[src/rtl/tcp_pkg.sv]
package tcp_pkg;

  localparam int TCP_NUM_TMR = 3;
  localparam int TCP_AW      = 12;
  localparam int TCP_DW      = 8;

  // control-two register of each timer
  localparam logic [2:0][11:0] TCP_CTL2_ADDR = {12'hF2A, 12'hF26, 12'hF22};
  // first pwm channel compare bytes, high then low, per timer
  localparam logic [2:0][11:0] TCP_CMPH_ADDR = {12'hF34, 12'hF32, 12'hF30};
  localparam logic [2:0][11:0] TCP_CMPL_ADDR = {12'hF35, 12'hF33, 12'hF31};

  // control-two field positions
  localparam int TCP_CLKSRC_BIT = 0;
  localparam int TCP_DUAL_BIT   = 4;
  localparam int TCP_DIRECT_BIT = 5;
  localparam logic [7:0] TCP_CTL2_MASK  = 8'h31;
  localparam logic [7:0] TCP_CTL2_RESET = 8'h00;
  localparam logic [7:0] TCP_CMP_RESET  = 8'h00;
  localparam logic [7:0] TCP_UNMAPPED   = 8'h00;

  localparam logic [3:0] TCP_MODE_DEMOD = 4'hC;

  // register bus request
  typedef struct packed {
    logic [11:0] addr;
    logic [7:0]  wdata;
    logic        wr;
    logic        rd;
  } tcp_bus_t;

  // per-timer state from the counter core and first control register
  typedef struct packed {
    logic       run_enable;      // timer_run_enable
    logic [3:0] mode;            // timer_operating_mode
    logic       edge_polarity;   // input_edge_polarity, 0 rising
    logic       timer_in;        // timer input pin level
    logic       reload;          // counter reloads to 0001h this cycle
    logic       periph_tick;     // one cycle per peripheral clock period
  } tcp_tmr_in_t;

  // per-timer results toward the counter core
  typedef struct packed {
    logic        tick;           // timer clock enable
    logic        count_start;    // demodulation count trigger
    logic        capture;        // demodulation capture strobe
    logic [15:0] compare;        // active first pwm channel compare
  } tcp_tmr_out_t;

endpackage

[src/rtl/tcp_clk_switch.sv]
module tcp_clk_switch
  import tcp_pkg::*;
(
  input  wire logic clk,
  input  wire logic rst,
  input  wire logic sel_req,
  input  wire logic periph_tick,
  output logic      tick_ff,
  output logic      sel_ff
);

  logic pending;

  assign pending = sel_req != sel_ff;

  ////////////////////////////////////////////////////////////////////////////
  // source change waits for a peripheral period boundary, so neither the
  // old nor the new source contributes a partial period
  always_ff @(posedge clk) begin
    if (rst) begin
      sel_ff <= 1'b0;
    end else if (pending && periph_tick) begin
      sel_ff <= sel_req;
    end
  end

  // tick from the active source; while a change is pending it follows the peripheral tick
  always_ff @(posedge clk) begin
    if (rst) begin
      tick_ff <= 1'b0;
    end else if (pending) begin
      tick_ff <= periph_tick;
    end else begin
      tick_ff <= sel_ff ? periph_tick : 1'b1;
    end
  end
endmodule

[src/rtl/tcp_timer_ctl2.sv]
// Implementation choice: strobed register access.
module tcp_timer_ctl2
  import tcp_pkg::*;
(
  input  wire logic                           clk,
  input  wire logic                           rst,
  input  wire tcp_bus_t                       bus_req,
  output logic [TCP_DW-1:0]                   rdata_ff,
  input  wire tcp_tmr_in_t [TCP_NUM_TMR-1:0]  tmr_in,
  output tcp_tmr_out_t [TCP_NUM_TMR-1:0]      tmr_out
);

  logic [TCP_NUM_TMR-1:0][7:0] ctl2_ff;
  logic [TCP_NUM_TMR-1:0][7:0] cmph_ff;
  logic [TCP_NUM_TMR-1:0][7:0] cmpl_ff;
  logic [TCP_DW-1:0]           nxt_rdata;

  ////////////////////////////////////////////////////////////////////////////
  // read mux; compare bytes read back the value last written
  always_comb begin
    nxt_rdata = TCP_UNMAPPED;
    for (int i = 0; i < TCP_NUM_TMR; i++) begin
      if (bus_req.addr == TCP_CTL2_ADDR[i]) begin
        nxt_rdata = ctl2_ff[i];
      end
      if (bus_req.addr == TCP_CMPH_ADDR[i]) begin
        nxt_rdata = cmph_ff[i];
      end
      if (bus_req.addr == TCP_CMPL_ADDR[i]) begin
        nxt_rdata = cmpl_ff[i];
      end
    end
  end

  // read data stand only in the cycle after the strobe
  always_ff @(posedge clk) begin
    if (rst) begin
      rdata_ff <= TCP_UNMAPPED;
    end else if (bus_req.rd) begin
      rdata_ff <= nxt_rdata;
    end else begin
      rdata_ff <= TCP_UNMAPPED;
    end
  end

  ////////////////////////////////////////////////////////////////////////////
  // per-timer logic
  for (genvar g = 0; g < TCP_NUM_TMR; g++) begin : g_tmr
    logic       wr_ctl2;
    logic       wr_cmph;
    logic       wr_cmpl;
    logic       direct;
    logic       dual_sel;
    logic       is_demod;
    logic       immediate;
    logic [7:0] nxt_cmph;
    logic [7:0] nxt_cmpl;
    logic [15:0] active_ff;
    logic       in_prev_ff;
    logic       counting_ff;
    logic       start_ff;
    logic       capture_ff;
    logic       rise;
    logic       fall;
    logic       any_edge;
    logic       single_hit;
    logic       cap_edge;

    assign wr_ctl2  = bus_req.wr && (bus_req.addr == TCP_CTL2_ADDR[g]);
    assign wr_cmph  = bus_req.wr && (bus_req.addr == TCP_CMPH_ADDR[g]);
    assign wr_cmpl  = bus_req.wr && (bus_req.addr == TCP_CMPL_ADDR[g]);
    assign direct   = ctl2_ff[g][TCP_DIRECT_BIT];
    assign is_demod = tmr_in[g].mode == TCP_MODE_DEMOD;
    // dual edge select is masked off outside demodulation
    assign dual_sel = is_demod && ctl2_ff[g][TCP_DUAL_BIT];
    // idle timer or direct update skips the buffer
    assign immediate = !tmr_in[g].run_enable || direct;

    // control-two: reserved bits are dropped and read as zero, so a
    // careless write of ones there cannot reach any logic
    always_ff @(posedge clk) begin
      if (rst) begin
        ctl2_ff[g] <= TCP_CTL2_RESET;
      end else if (wr_ctl2) begin
        ctl2_ff[g] <= bus_req.wdata & TCP_CTL2_MASK;
      end
    end

    // compare bytes as written, the buffer stage
    always_comb begin
      nxt_cmph = wr_cmph ? bus_req.wdata : cmph_ff[g];
      nxt_cmpl = wr_cmpl ? bus_req.wdata : cmpl_ff[g];
    end

    always_ff @(posedge clk) begin
      if (rst) begin
        cmph_ff[g] <= TCP_CMP_RESET;
        cmpl_ff[g] <= TCP_CMP_RESET;
      end else begin
        cmph_ff[g] <= nxt_cmph;
        cmpl_ff[g] <= nxt_cmpl;
      end
    end

    // active compare: a write in the reload cycle still makes that reload
    always_ff @(posedge clk) begin
      if (rst) begin
        active_ff <= {TCP_CMP_RESET, TCP_CMP_RESET};
      end else if (tmr_in[g].reload && tmr_in[g].run_enable) begin
        active_ff <= {nxt_cmph, nxt_cmpl};
      end else if (immediate) begin
        active_ff <= {nxt_cmph, nxt_cmpl};
      end
    end

    // input edge detection; the pin is already synchronous to clk
    always_ff @(posedge clk) begin
      if (rst) begin
        in_prev_ff <= 1'b0;
      end else begin
        in_prev_ff <= tmr_in[g].timer_in;
      end
    end

    assign rise       = tmr_in[g].timer_in && !in_prev_ff;
    assign fall       = !tmr_in[g].timer_in && in_prev_ff;
    assign any_edge   = rise || fall;
    // polarity 0 picks the rising edge, 1 the falling edge
    assign single_hit = tmr_in[g].edge_polarity ? fall : rise;
    assign cap_edge   = dual_sel ? any_edge : single_hit;

    // counting runs from the first qualifying edge until the timer stops or leaves demodulation
    always_ff @(posedge clk) begin
      if (rst) begin
        counting_ff <= 1'b0;
      end else if (!tmr_in[g].run_enable || !is_demod) begin
        counting_ff <= 1'b0;
      end else if (cap_edge) begin
        counting_ff <= 1'b1;
      end
    end

    // start strobe on the first edge, capture on each later one
    always_ff @(posedge clk) begin
      if (rst) begin
        start_ff   <= 1'b0;
        capture_ff <= 1'b0;
      end else begin
        start_ff   <= tmr_in[g].run_enable && is_demod && cap_edge
                      && !counting_ff;
        capture_ff <= tmr_in[g].run_enable && is_demod && cap_edge
                      && counting_ff;
      end
    end

    tcp_clk_switch u_clk_switch (
      .clk         (clk),
      .rst         (rst),
      .sel_req     (ctl2_ff[g][TCP_CLKSRC_BIT]),
      .periph_tick (tmr_in[g].periph_tick),
      .tick_ff     (tmr_out[g].tick),
      .sel_ff      ()
    );

    assign tmr_out[g].count_start = start_ff;
    assign tmr_out[g].capture     = capture_ff;
    assign tmr_out[g].compare     = active_ff;

  end
endmodule

[config.mk]
export PLATFORM = sky130hd
export DESIGN_NAME = tcp_timer_ctl2
export DESIGN_NICKNAME = d
export VERILOG_FILES = /design/src/rtl/tcp_pkg.sv /design/src/rtl/tcp_clk_switch.sv /design/src/rtl/tcp_timer_ctl2.sv
export SDC_FILE = /design/constraint.sdc
export NUM_CORES = 1
export LEC_CHECK = 0
export BUFFER_PORTS_ARGS = -buffer_cell sky130_fd_sc_hd__buf_2
export CAP_MARGIN = 40
export CORE_MARGIN = 1.5
export CORE_UTILIZATION = 54
export CTS_BUF_LIST = sky130_fd_sc_hd__clkbuf_16
export DETAILED_ROUTE_END_ITERATION = 12
export GPL_ROUTABILITY_DRIVEN = 0
export HOLD_SLACK_MARGIN = 0.03
export MAX_ROUTING_LAYER = met4
export PLACE_DENSITY = 0.76
export REMOVE_ABC_BUFFERS = 1
export SETUP_SLACK_MARGIN = 0.3
export SKIP_LAST_GASP = 1
export SYNTH_ARGS = -nofsm -noshare
export SYNTH_HDL_FRONTEND = slang
export SYNTH_SLANG_ARGS = --single-unit
[constraint.sdc]
create_clock -name clk -period 2.75 [get_ports clk]
set_input_delay 0.275 -clock clk [delete_from_list [all_inputs] [get_ports clk]]
set_output_delay 0.275 -clock clk [all_outputs]
set_load 0.1 [all_outputs]
After elaboration in Yosys (flattened, before gate mapping)
Cells that the tools add are included.
- equality and inequality tests: 15
- multiplexer cells: 33
- bitwise logic cells: 1
- reduce and logical (&&, ||, !) cells: 67
- operators by type and width (cell ; number):
    $mux 8 ; 14
    $eq 12x12->1 const B ; 9
    $mux 16 ; 6
    $logic_and 1x1->1 ; 36
    $logic_not 1->1 ; 15
    $eq 4x4->1 const B ; 3
    $mux 1 ; 12
    $logic_or 1x1->1 ; 9
    $reduce_or 2->1 ; 4
    $mux 6 ; 1
    $reduce_bool 2->1 ; 3
    $ne 1x1->1 ; 3
    $not 1->1 ; 1
- flip-flop bits (word level): 131
- bits of input ports: 51
- output and inout port bits: 65
- word-level logic and storage cells: 147

Longest topological paths before layout
Gate-level depths: netlist of run 1.
- depth after elaboration: 10
- mapped depth: 9
- depth with buffers taken out: 6

Cells and area by module
A second synthesis of run 1 with hierarchy kept.
- cells, all modules: 565
- area total of the unflattened synthesis: 5346.4 µm²
- modules (own cells, without submodules) (module ; instances ; cells an instance ; area an instance (µm²) ; seq. area each (µm²)):
    tcp_timer_ctl2 ; 1 ; 547 ; 5143.7 ; 2502.4
    tcp_clk_switch ; 3 ; 6 ; 67.6 ; 40.0

Worst setup path after synthesis of run 1
No wires, ideal clock.
- kind: input-to-reg
- start point: input port bus_req[12] (netlist name)
- end point: register g_tmr[1].active_ff[7]
- setup time: 86 ps
- data arrival time: 1911 ps
- required time: 2664 ps
- path slack: 753 ps
- cell stages on the path: 9
- path buffers: 3
- cell sequence: buf_2 or2_1 clkbuf_1 nor2_2 nand4_1 or2_2 buf_4 mux2i_1 a211oi_1
- longest elaborated chain between the ends: 5
- RTL lines (element ; line ; RTL):
    start: declaration ; tcp_timer_ctl2.sv:7 ; input wire tcp_bus_t bus_req,
    $eq 12x12->1 (*) ; tcp_timer_ctl2.sv:71 ; assign wr_cmpl = bus_req.wr && (bus_req.addr == TCP_CMPL_ADDR[g]);
    $logic_and 1x1->1 (*) ; tcp_timer_ctl2.sv:71 ;
    $mux 8 (*) ; tcp_timer_ctl2.sv:92 ; nxt_cmpl = wr_cmpl ? bus_req.wdata : cmpl_ff[g];
    $mux 16 ; tcp_timer_ctl2.sv:111 ; end else if (immediate) begin
    $mux 16 (*) ; tcp_timer_ctl2.sv:109 ; end else if (tmr_in[g].reload && tmr_in[g].run_enable) begin
    end signal: assignment ; tcp_timer_ctl2.sv:108 ; active_ff <= {TCP_CMP_RESET, TCP_CMP_RESET};
    end signal: assignment ; tcp_timer_ctl2.sv:110 ; active_ff <= {nxt_cmph, nxt_cmpl};
    end signal: assignment ; tcp_timer_ctl2.sv:112 ; active_ff <= {nxt_cmph, nxt_cmpl};
    end: declaration ; tcp_timer_ctl2.sv:58 ; logic [15:0] active_ff;
Mark *: on every way between the ends. The rest lies on a longest branch, timed or not. The select of a mux whose other input is x is not followed.
A chain may end at the register's enable or synchronous reset.

Worst setup path after layout of run 1
- start point: input port bus_req[20] (netlist name)
- end point: register g_tmr[0].active_ff[15]
- longest elaborated chain between the ends: 5
- RTL lines (element ; line ; RTL):
    $eq 12x12->1 (*) ; tcp_timer_ctl2.sv:70 ; assign wr_cmph = bus_req.wr && (bus_req.addr == TCP_CMPH_ADDR[g]);
    $logic_and 1x1->1 (*) ; tcp_timer_ctl2.sv:70 ;
    $mux 8 (*) ; tcp_timer_ctl2.sv:91 ; nxt_cmph = wr_cmph ? bus_req.wdata : cmph_ff[g];
    $mux 16 ; tcp_timer_ctl2.sv:111 ;
    $mux 16 (*) ; tcp_timer_ctl2.sv:109 ;
    end signal: assignment ; tcp_timer_ctl2.sv:108 ;
    end signal: assignment ; tcp_timer_ctl2.sv:110 ;
    end signal: assignment ; tcp_timer_ctl2.sv:112 ;
    end: declaration ; tcp_timer_ctl2.sv:58 ;
Marked as above.

==> flow_metrics.py, run 1 <==
metrics = {
    "power_and_ir_drop": {
        "leakagePower_uw": 0.00297,
        "power.total_uw": 4780,
        "vdd_drop_max_uv": 362,
        "power.density_mw_per_mm2": 741,
    },
    "route": {
        "drtAntennaViolNets": 0,
        "vias": 4427,
        "dr.pass1.iters": 5,
        "vias_per_cell": 5.55,
        "route.detailed.drc": 0,
        "routed_wl_um": 12400,
        "drt-initial-drc-count": 211,
        "wl_per_cell_um": 15.6,
    },
    "clock_tree": {
        "post_cts_buffers": 0,
        "cts_tree": "built",
        "cts-root-buf": "clkbuf_16",
        "cts_made_buffers": 17,
        "clockBufferDepth": 2,
        "htreeDepth": 4,
        "hold_buffers": 0,
        "clkTransAtPathRegs_ns": 0.06,
        "cts_sinks": 131,
        "ctsResizeCount": 0,
        "worst_skew_pair.late_latency_ns": 0.41,
    },
    "grt": {
        "track_usage_pct": 25.9,
        "grt_pass1_vias": 4249,
        "grt_start_max_net_pins": 41,
        "grt_antenna_before_repair": 0,
        "grt_remaining_overflow": 0,
        "grt_pass1_wl_um": 19900,
    },
    "sta": {
        "final-setup-viol-count": 0,
        "hold_viol_final": 0,
        "maxSlewHeadroom_pct": 56.9,
        "tns_ns": 0,
        "grt_setup_unrepaired": "no",
        "drv_slew": 0,
        "fin_skew_ns": 0.00958,
        "min_period_ns": 1.87,
        "tightest_slew_ns": 0.647,
        "period_share_pct": 68.1,
        "fmax_ghz": 0.534,
    },
    "critical_path": {
        "slowest_stage": "or4b_1",
        "crit_type": "in2reg",
        "startpoint_type": "input port",
        "max_stage_delay_ns": 0.73,
        "cp_cell_sequence": "buf_2 -> nand4_1 -> or2_2 -> or4b_1 -> mux2i_1 -> a211oi_1",
        "endpoint_kind": "flip-flop",
        "arrival_ns": 2.20,
        "crit_path_max_fanout": 8,
        "critical_path_required_ns": 3.07,
    },
    "synth": {
        "yosysUniqueCellTypes": 44,
        "yosys-top-cells-area": "dfxtp_1 50%, mux2i_1 11%, nor2_1 9.9%, a211oi_1 6.8%, clkbuf_1 2.2%",
        "synth_top_cell_area_share_pct": 49.8,
        "synthCells": 564,
        "synth_area_per_cell_um2": 9.34,
        "synth-edff-count": 0,
        "synth-seq-cells": 131,
        "synth_seq_area_share_pct": 49.8,
        "async_reset_ff_share_pct": 0,
        "ys_warn_count": 0,
        "yosysTopAreaCell": "dfxtp_1",
        "netlist_area_mm2": 0.00527,
        "synth_ff_type": "dfxtp_1",
    },
    "floorplanning": {
        "core-area_mm2": 0.00937,
        "rows": 35,
        "io_pins": 116,
        "die_area_mm2": 0.0104,
        "start_util_pct": 56.2,
        "fp.dieH_um": 102,
        "die_x_um": 102,
    },
    "placement": {
        "hpwl_um": 8620,
        "numPortBuffers": 115,
    },
    "final_layout": {
        "drive_above_1_share_pct": 25.7,
        "syn2layout_area_growth_pct": 22.5,
        "layout.nets": 712,
        "antenna-diode-count": 0,
    },
    "worst_hold_path": {
        "min_path_type": "in2reg",
    },
    "run_status": {
        "status": "complete, no violations",
    },
    "flow_run": {
        "cap_violations": 0,
    },
}
[state kept, by name (all words and copies together), names as in the netlist]
name	count
g_tmr.in_prev_ff	3
ctl2_ff	9
cmpl_ff	24
g_tmr.u_clk_switch.tick_ff	3
g_tmr.u_clk_switch.sel_ff	3
cmph_ff	24
rdata_ff	8
g_tmr.active_ff	48
g_tmr.counting_ff	3
g_tmr.capture_ff	3
g_tmr.start_ff	3
[power by group]
part	internal [uW]	leakage (uW)	switching [uW]
logic	91.5	0.00160	352
registers	1930	0.00106	15.9
clock network	1530	0.000304	862
total	3550	0.00297	1230
[synth_stat cells (2+ instances only)]
library cell	n
buf_4	10
mux2i_1	57
inv_1	10
o22ai_1	8
ha_1	6
or3b_2	3
o211ai_1	6
or2_2	2
a221o_1	3
nand4b_1	3
nand4_1	2
mux2_2	8
a21oi_1	6
nor2_1	139
a22oi_1	3
nor3_4	2
or3_1	5
clkbuf_1	31
dfxtp_1	131
o21ai_0	9
or4b_1	2
xnor2_1	2
a221oi_1	5
buf_2	6
a22o_1	3
nand2_1	19
nor3_1	10
nor4_1	3
nand3_1	4
buf_1	2
a211oi_1	48
nand2b_1	4
[path summary, 6_finish.rpt]
check / endpoint / depth (start not counted) / from / slack (ns)
max: g_tmr[0].active_ff[15] / 6 / bus_req[20] / 0.88
min: g_tmr[1].u_clk_switch.tick_ff / 3 / tmr_in[9] / 0.1
max reg2reg: g_tmr[1].active_ff[1] / 2 / ctl2_ff[13] / 1.20
min reg2reg: g_tmr[0].start_ff / 1 / g_tmr[0].counting_ff / 0.44
[placed cells by master, fill, tap and decap left out, drive strengths merged, types with 4 or more instances in the layout]
master,synthesis,layout
o21ai,9,9
a221oi,5,5
inv,10,15
o22ai,8,8
nor2,140,140
ha,6,6
mux2,8,8
clkinv,0,4
nor3,13,13
buf,18,121
nand2,20,20
bufinv,0,4
clkbuf,31,17
nand3,4,4
or3,5,5
mux2i,57,57
a211oi,48,48
dfxtp,131,131
a21oi,6,6
o211ai,6,6
nand2b,4,4
[metal layers]
metal  up-vias  part of all wire (%)  global-route usage, %
met5         -                     0                      -
met4         0                   2.4                   10.8
met3        28                   5.8                   6.07
met2       166                    50                   43.6
met1      2079                    42                   29.6
li1       2154                     -                      -
[cell type report]
| type | instances | area (um^2) |
|---|---|---|
| multi-input cells | 374 | 2380 |
| fillers | 756 | 2920 |
| inverters | 10 | 37.5 |
| clock inverters | 15 | 204 |
| repair buffers | 121 | 623 |
| flip-flops and latches | 131 | 2620 |
| well taps | 129 | 161 |
| clock buffers | 17 | 425 |
[through the flow]
stage | hold WS, ns | utilization, % | cells | setup slack (ns) | instance area, um^2
final | 0.0983 | 68.9 | 797 | 0.876 | 6450
after global routing | 0.110 | 68.9 | 797 | 0.765 | 6450
after CTS | 0.0951 | 68.9 | 797 | 0.893 | 6450
after detailed placement | 0.430 | 62.2 | 765 | 0.452 | 5830
after global placement | 0.418 | 62.2 | 765 | 0.492 | 5830
after floorplan | 0.342 | - | 515 | 0.632 | 5040
[critical path, delay by kind of cell]
family / cells / cell delay, ns
buffers and inverters: 1 / 0.09
multiplexers: 1 / 0.22
AO/OA/AOI/OAI: 1 / 0.26
AND/OR/NAND/NOR: 3 / 1.35
[cells by family (layout without fill, tap and decap cells)]
group,after synthesis,after routing,share of synthesized area (%)
mux,65,65,12.5
xor+xnor,2,2,0.332
fa+ha+maj,6,6,1.42
buf+inv,59,163,5.06
compound gates,91,91,12.4
flops,131,131,49.8
simple gates,210,210,18.5
(Power assumes the default switching activity.)
==> run 2: changes to the inputs <==
--- a/config.mk
+++ b/config.mk
@@ -8,13 +8,13 @@
 export BUFFER_PORTS_ARGS = -buffer_cell sky130_fd_sc_hd__buf_2
 export CAP_MARGIN = 40
 export CORE_MARGIN = 1.5
-export CORE_UTILIZATION = 54
+export CORE_UTILIZATION = 49
 export CTS_BUF_LIST = sky130_fd_sc_hd__clkbuf_16
 export DETAILED_ROUTE_END_ITERATION = 12
 export GPL_ROUTABILITY_DRIVEN = 0
 export HOLD_SLACK_MARGIN = 0.03
 export MAX_ROUTING_LAYER = met4
-export PLACE_DENSITY = 0.76
+export PLACE_DENSITY = 0.73
 export REMOVE_ABC_BUFFERS = 1
 export SETUP_SLACK_MARGIN = 0.3
 export SKIP_LAST_GASP = 1
==> constraint.sdc (replaced) <==
create_clock -name clk -period 1.5 [get_ports clk]
set_input_delay 0.15 -clock clk [delete_from_list [all_inputs] [get_ports clk]]
set_output_delay 0.15 -clock clk [all_outputs]
set_load 0.1 [all_outputs]
==> run 2 against run 1 <==
  * Clock power grew 82%
  * Hold slack lost 0.052 ns
  * The run now ends with negative setup slack left
  * Highest routed layer unchanged
  * Global-route usage grew 6.3 points
  * Largest cell class is now multi-input gates
  * Routed wire length grew 70%
  * Critical path type is now reg2reg
  * Final cell count grew 9.4%
==> flow_metrics.py, run 2 (same netlist as run 1, synthesis figures left out) <==
metrics = {
    "route": {
        "dr.pass1.iters": 5,
        "routed_wl_um": 21100,
        "wl_per_cell_um": 24.2,
        "drt-initial-drc-count": 440,
        "route.detailed.drc": 0,
        "drtAntennaViolNets": 0,
        "vias": 5421,
        "vias_per_cell": 6.22,
    },
    "floorplanning": {
        "io_pins": 116,
        "start_util_pct": 50.8,
        "core-area_mm2": 0.0104,
        "rows": 37,
        "fp.dieH_um": 107,
        "die_x_um": 107,
        "die_area_mm2": 0.0114,
    },
    "worst_hold_path": {
        "hold_depth": 4,
        "min_path_type": "in2reg",
        "hold_start": "tmr_in[13]",
        "min_to": "g_tmr[1].counting_ff",
    },
    "power_and_ir_drop": {
        "power.density_mw_per_mm2": 1030,
        "vdd_drop_max_uv": 1140,
        "leakagePower_uw": 0.00352,
    },
    "placement": {
        "hpwl_um": 9440,
        "dp.cells": 807,
        "numPortBuffers": 115,
        "post-place-ws_ns": -0.523,
    },
    "critical_path": {
        "rr_endpoint": "rdata_ff[5]",
        "r2r_setup_slack_ns": -0.20,
        "worstRegToRegCells": 5,
        "crit_type": "reg2reg",
        "rr_startpoint": "cmpl_ff[5]",
        "slowest_stage": "nor4_2",
        "arrival_ns": 1.99,
        "critical_path_required_ns": 1.79,
        "startpoint_type": "flip-flop",
        "cp_cell_sequence": "nor4_2 -> o21ai_0 -> a221o_1 -> o211ai_1 -> a21oi_1",
        "crit_path_max_fanout": 2,
        "endpoint_kind": "flip-flop",
        "max_stage_delay_ns": 0.44,
    },
    "sta": {
        "tightest_slew_ns": 0.394,
        "setup_ws_ns": -0.197,
        "fin_skew_ns": 0.00751,
        "grt_setup_unrepaired": "yes",
        "drv_slew": 0,
        "hold_viol_final": 0,
        "tns_ns": -3.11,
        "min_period_ns": 1.70,
        "period_share_pct": 113,
        "maxSlewHeadroom_pct": 73.5,
        "final-setup-viol-count": 48,
        "fmax_ghz": 0.589,
    },
    "final_layout": {
        "syn2layout_area_growth_pct": 70.8,
        "finalNonFillerCells": 872,
        "layout.nets": 780,
        "drive_above_1_share_pct": 53.4,
        "largest_reg_flops": 48,
        "post-route-util_pct": 86.8,
        "top_register": "g_tmr.active_ff",
        "largestRegisters": "g_tmr.active_ff: 48 flops, cmph_ff: 24 flops, cmpl_ff: 24 flops",
        "final_cell_mix": "108 x nor2_1, 104 x dfxtp_1, 51 x buf_6",
        "antenna-diode-count": 0,
        "final_common_cell": "nor2_1",
    },
    "clock_tree": {
        "htreeDepth": 4,
        "cts_tree": "built",
        "clockBufferDepth": 2,
        "worst_skew_pair.late_latency_ns": 0.42,
        "cts_made_buffers": 17,
        "clkTransAtPathRegs_ns": 0.06,
        "cts_sinks": 131,
        "cts-root-buf": "clkbuf_16",
    },
    "flow_run": {
        "cap_violations": 0,
    },
    "run_status": {
        "status": "finished, violations left",
        "violations": "negative setup slack",
    },
    "grt": {
        "grt_pass1_wl_um": 27300,
        "grt_antenna_before_repair": 0,
        "grt_start_max_net_pins": 70,
        "grt_remaining_overflow": 0,
        "track_usage_pct": 32.2,
        "grt_pass1_vias": 5416,
    },
}
[run 2: cell types whose count changed in the layout (fill, tap and decap cells not counted), moves of 7 or more]
cell	previous run	this run
dfxtp_2	0	27
mux2i_4	0	38
a211oi_1	48	21
mux2i_1	57	14
a211oi_2	0	27
buf_4	7	46
buf_16	0	7
buf_6	0	51
dlygate4sd3_1	0	10
buf_12	0	30
nor2_4	0	30
buf_2	114	41
dfxtp_1	131	104
nor2_1	139	108
[run 2: metrics by stage]
step | hold WS (ns) | area, um^2 | power, uW
after global routing | 0.0561 | 9000 | 9480
after detailed placement | 0.410 | 6170 | 4520
final | 0.0464 | 9000 | 9290
after global placement | 0.387 | 6170 | 4500
after floorplan | 0.217 | 5040 | 4190
after CTS | 0.0376 | 8280 | 9060
[run 2: power breakdown]
| part | leakage [uW] | switching [uW] | total, uW | internal (uW) |
|---|---|---|---|---|
| clock network | 0.000294 | 1830 | 4360 | 2530 |
| logic | 0.00215 | 840 | 1310 | 470 |
| registers | 0.00107 | 68.2 | 3610 | 3540 |
[run 2: routing by layer]
metal	track usage [%]	up-vias	wire, um
li1	-	2310	-
met1	36.3	2626	7670
met2	55.0	357	10700
met3	6.57	128	1570
met4	14.9	0	1190
met5	-	-	0
[run 2: what timing repair did]
item | CTS | global route
pin swaps | 46 | 41
cloned | 7 | 0
hold buffers | 10 | 0
resized for setup | 299 | 142
endpoints found under the hold margin | 11 | 0
setup buffers | 12 | 4
endpoints found under the setup margin | 180 | 145
[run 2: cell type report]
type / count / area, um^2
well taps: 136 / 170
multi-input cells: 374 / 3450
repair buffers: 189 / 2080
fillers: 460 / 1370
flip-flops and latches: 131 / 2660
clock inverters: 15 / 186
inverters: 10 / 37.5
clock buffers: 17 / 425
[run 2: worst max-delay path by stage]
stage	from	end	slack [ns]	depth (start not counted)
after floorplan	bus_req[16]	g_tmr[0].active_ff[12]	-0.49	5
after global placement	bus_req[14]	ctl2_ff[5]	-0.45	6
after detailed placement	bus_req[13]	rdata_ff[4]	-0.52	7
after CTS	bus_req[16]	g_tmr[0].active_ff[10]	0.02	7
after global routing	bus_req[16]	rdata_ff[5]	-0.18	9
final	cmpl_ff[5]	rdata_ff[5]	-0.20	5
[run 2: worst max-delay path, delay by kind of cell (launching register included)]
| family | cells | cell delay [ns] |
|---|---|---|
| compound gates | 4 | 0.76 |
| simple gates | 1 | 0.44 |
| flops | 1 | 0.37 |
==> run 3: changes to the inputs <==
--- a/config.mk
+++ b/config.mk
@@ -7,6 +7,7 @@
 export LEC_CHECK = 0
 export BUFFER_PORTS_ARGS = -buffer_cell sky130_fd_sc_hd__buf_2
 export CAP_MARGIN = 40
+export CORE_ASPECT_RATIO = 0.8
 export CORE_MARGIN = 1.5
 export CORE_UTILIZATION = 49
 export CTS_BUF_LIST = sky130_fd_sc_hd__clkbuf_16
@@ -14,7 +15,7 @@
 export GPL_ROUTABILITY_DRIVEN = 0
 export HOLD_SLACK_MARGIN = 0.03
 export MAX_ROUTING_LAYER = met4
-export PLACE_DENSITY = 0.73
+export PLACE_DENSITY = 0.81
 export REMOVE_ABC_BUFFERS = 1
 export SETUP_SLACK_MARGIN = 0.3
 export SKIP_LAST_GASP = 1
==> run 3 against run 2 <==
  * Sequential power hardly changed
  * Clock power fell by 19%
  * The flow still finishes with violations (negative setup slack)
  * First-iteration DRC count up 17%
  * Utilization shrank 1.5 points
  * Register-to-register slack improved by 0.09 ns
  * Sequential share of layout area increased by 0.48 points
  * Maximum frequency is 2.2% higher
  * Critical path depth up 3
  * Sequential cell count unchanged
  * Routed wire length grew 0.19%
  * Combinational power about the same
==> flow_metrics.py, run 3 (same netlist as run 1, synthesis figures left out) <==
metrics = {
    "run_status": {
        "status": "finished, violations left",
        "violations": "negative setup slack",
    },
    "sta": {
        "tns_ns": -2.20,
        "min_period_ns": 1.66,
        "tightest_slew_ns": 0.423,
        "period_share_pct": 111,
        "setup_ws_ns": -0.161,
        "maxSlewHeadroom_pct": 71.7,
        "fin_skew_ns": 0.00734,
        "drv_slew": 0,
        "fmax_ghz": 0.602,
        "final-setup-viol-count": 31,
        "hold_viol_final": 0,
        "grt_setup_unrepaired": "yes",
    },
    "final_layout": {
        "top_register": "g_tmr.active_ff",
        "post-route-cell-area_mm2": 0.00884,
        "multi_input_area_mm2": 0.00344,
        "final_common_cell": "nor2_1",
        "finalNonFillerCells": 876,
        "syn2layout_area_growth_pct": 67.7,
        "antenna-diode-count": 0,
        "layout.nets": 783,
        "drive_above_1_share_pct": 51.8,
        "fillers": 467,
        "largestRegisters": "g_tmr.active_ff: 48 flops, cmph_ff: 24 flops, cmpl_ff: 24 flops",
        "regArea_mm2": 0.00265,
        "largest_reg_flops": 48,
        "final_cell_mix": "110 x nor2_1, 109 x dfxtp_1, 51 x buf_4",
    },
    "critical_path": {
        "crit_start": "bus_req[14]",
        "rr_startpoint": "cmpl_ff[0]",
        "arrival_ns": 2.01,
        "slowest_stage": "or4b_4",
        "crit_path_max_fanout": 4,
        "crit_type": "in2reg",
        "max_stage_delay_ns": 0.54,
        "endpoint_kind": "flip-flop",
        "startpoint_type": "input port",
        "critical_path_required_ns": 1.85,
        "cp_cell_sequence": "buf_8 -> or4b_4 -> or3_4 -> buf_6 -> o22ai_4 -> a221o_1 -> o211ai_1 -> a21oi_1",
    },
    "floorplanning": {
        "rows": 33,
        "die_area_mm2": 0.0114,
        "io_pins": 116,
        "die_x_um": 119,
        "core-area_mm2": 0.0104,
        "fp.dieH_um": 95.8,
        "start_util_pct": 50.9,
    },
    "route": {
        "wl_per_cell_um": 24.2,
        "dr.pass1.iters": 6,
        "route.detailed.drc": 0,
        "drt-initial-drc-count": 514,
        "vias": 5445,
        "vias_per_cell": 6.22,
        "drtAntennaViolNets": 0,
        "routed_wl_um": 21200,
    },
    "placement": {
        "hpwl_um": 9620,
        "dp.cells": 812,
        "dpl_cell_area_mm2": 0.00617,
        "post-place-ws_ns": -0.683,
        "numPortBuffers": 115,
    },
    "clock_tree": {
        "clkTransAtPathRegs_ns": 0.06,
        "cts_tree": "built",
        "clockBufferDepth": 2,
        "worst_skew_pair.late_latency_ns": 0.43,
        "htreeDepth": 4,
        "cts_made_buffers": 17,
        "cts-root-buf": "clkbuf_16",
        "cts_sinks": 131,
    },
    "grt": {
        "track_usage_pct": 34.1,
        "grt_pass1_vias": 5454,
        "grt_pass1_wl_um": 28400,
        "grt_start_max_net_pins": 57,
        "grt_antenna_before_repair": 0,
        "grt_remaining_overflow": 0,
    },
    "power_and_ir_drop": {
        "power.density_mw_per_mm2": 955,
        "vdd_drop_max_uv": 713,
        "power.total_uw": 8440,
        "leakagePower_uw": 0.00352,
    },
    "worst_hold_path": {
        "hold_start": "rst",
        "min_path_type": "in2reg",
    },
    "flow_run": {
        "cap_violations": 0,
    },
}
==> run 3: cell types whose count changed in the layout (fill, tap and decap cells not counted), sizes merged <==
cell         previous run  this run
clkinv                  2         7
inv                    19        14
bufinv                  2         0
dlygate4sd3            10        12
buf                   179       180
clkinvlp                2         1
==> run 3: final timing paths <==
check	to	slack, ns	depth (start not counted)
max	rdata_ff[0]	-0.16	8
min	cmph_ff[17]	0.09	2
max reg2reg	rdata_ff[0]	-0.11	5
min reg2reg	g_tmr[0].start_ff	0.44	1
==> run 3: layout make-up <==
cell class | count | area share (%)
Clock buffer | 17 | 4.81
Clock inverter | 12 | 0.637
Inverter | 10 | 0.425
Multi-Input combinational cell | 374 | 38.9
Sequential cell | 131 | 30.0
Tap cell | 140 | 1.98
Timing Repair Buffer | 192 | 23.3
==> run 3: layer usage <==
metal  GRT usage [%]  vias to the layer above  part of all wire [%]
met5               -                        -                     0
li1                -                     2307                     -
met1            37.1                     2632                    37
met4            15.7                        0                   5.4
met3            8.77                      125                   8.3
met2            59.8                      381                    50
==> run 3: where the power goes <==
| part | internal (uW) | switching, uW |
|---|---|---|
| sequential | 3550 | 64.1 |
| combinational | 462 | 844 |
| clock | 2020 | 1510 |
| total | 6030 | 2410 |
==> run 3: what timing repair did <==
action / CTS / global route
pin swaps: 46 / 51
hold endpoints to repair: 11 / 0
hold buffers: 12 / 0
cloned: 7 / 0
setup endpoints to repair: 183 / 147
setup buffers: 12 / 4
gates resized for setup: 295 / 135
==> run 3: critical path, delay by kind of cell <==
kind | cells | cell delay [ns]
simple gates | 2 | 0.99
compound gates | 4 | 0.61
buf+inv | 2 | 0.26
==> run 3: metrics by stage <==
| stage | hold WS, ns | util, % |
|---|---|---|
| global placement | 0.383 | 59.6 |
| finish | 0.0898 | 85.3 |
| global route | 0.0895 | 85.3 |
| floorplan | 0.217 | - |
| CTS | 0.0773 | 78.8 |
| detailed placement | 0.400 | 59.6 |
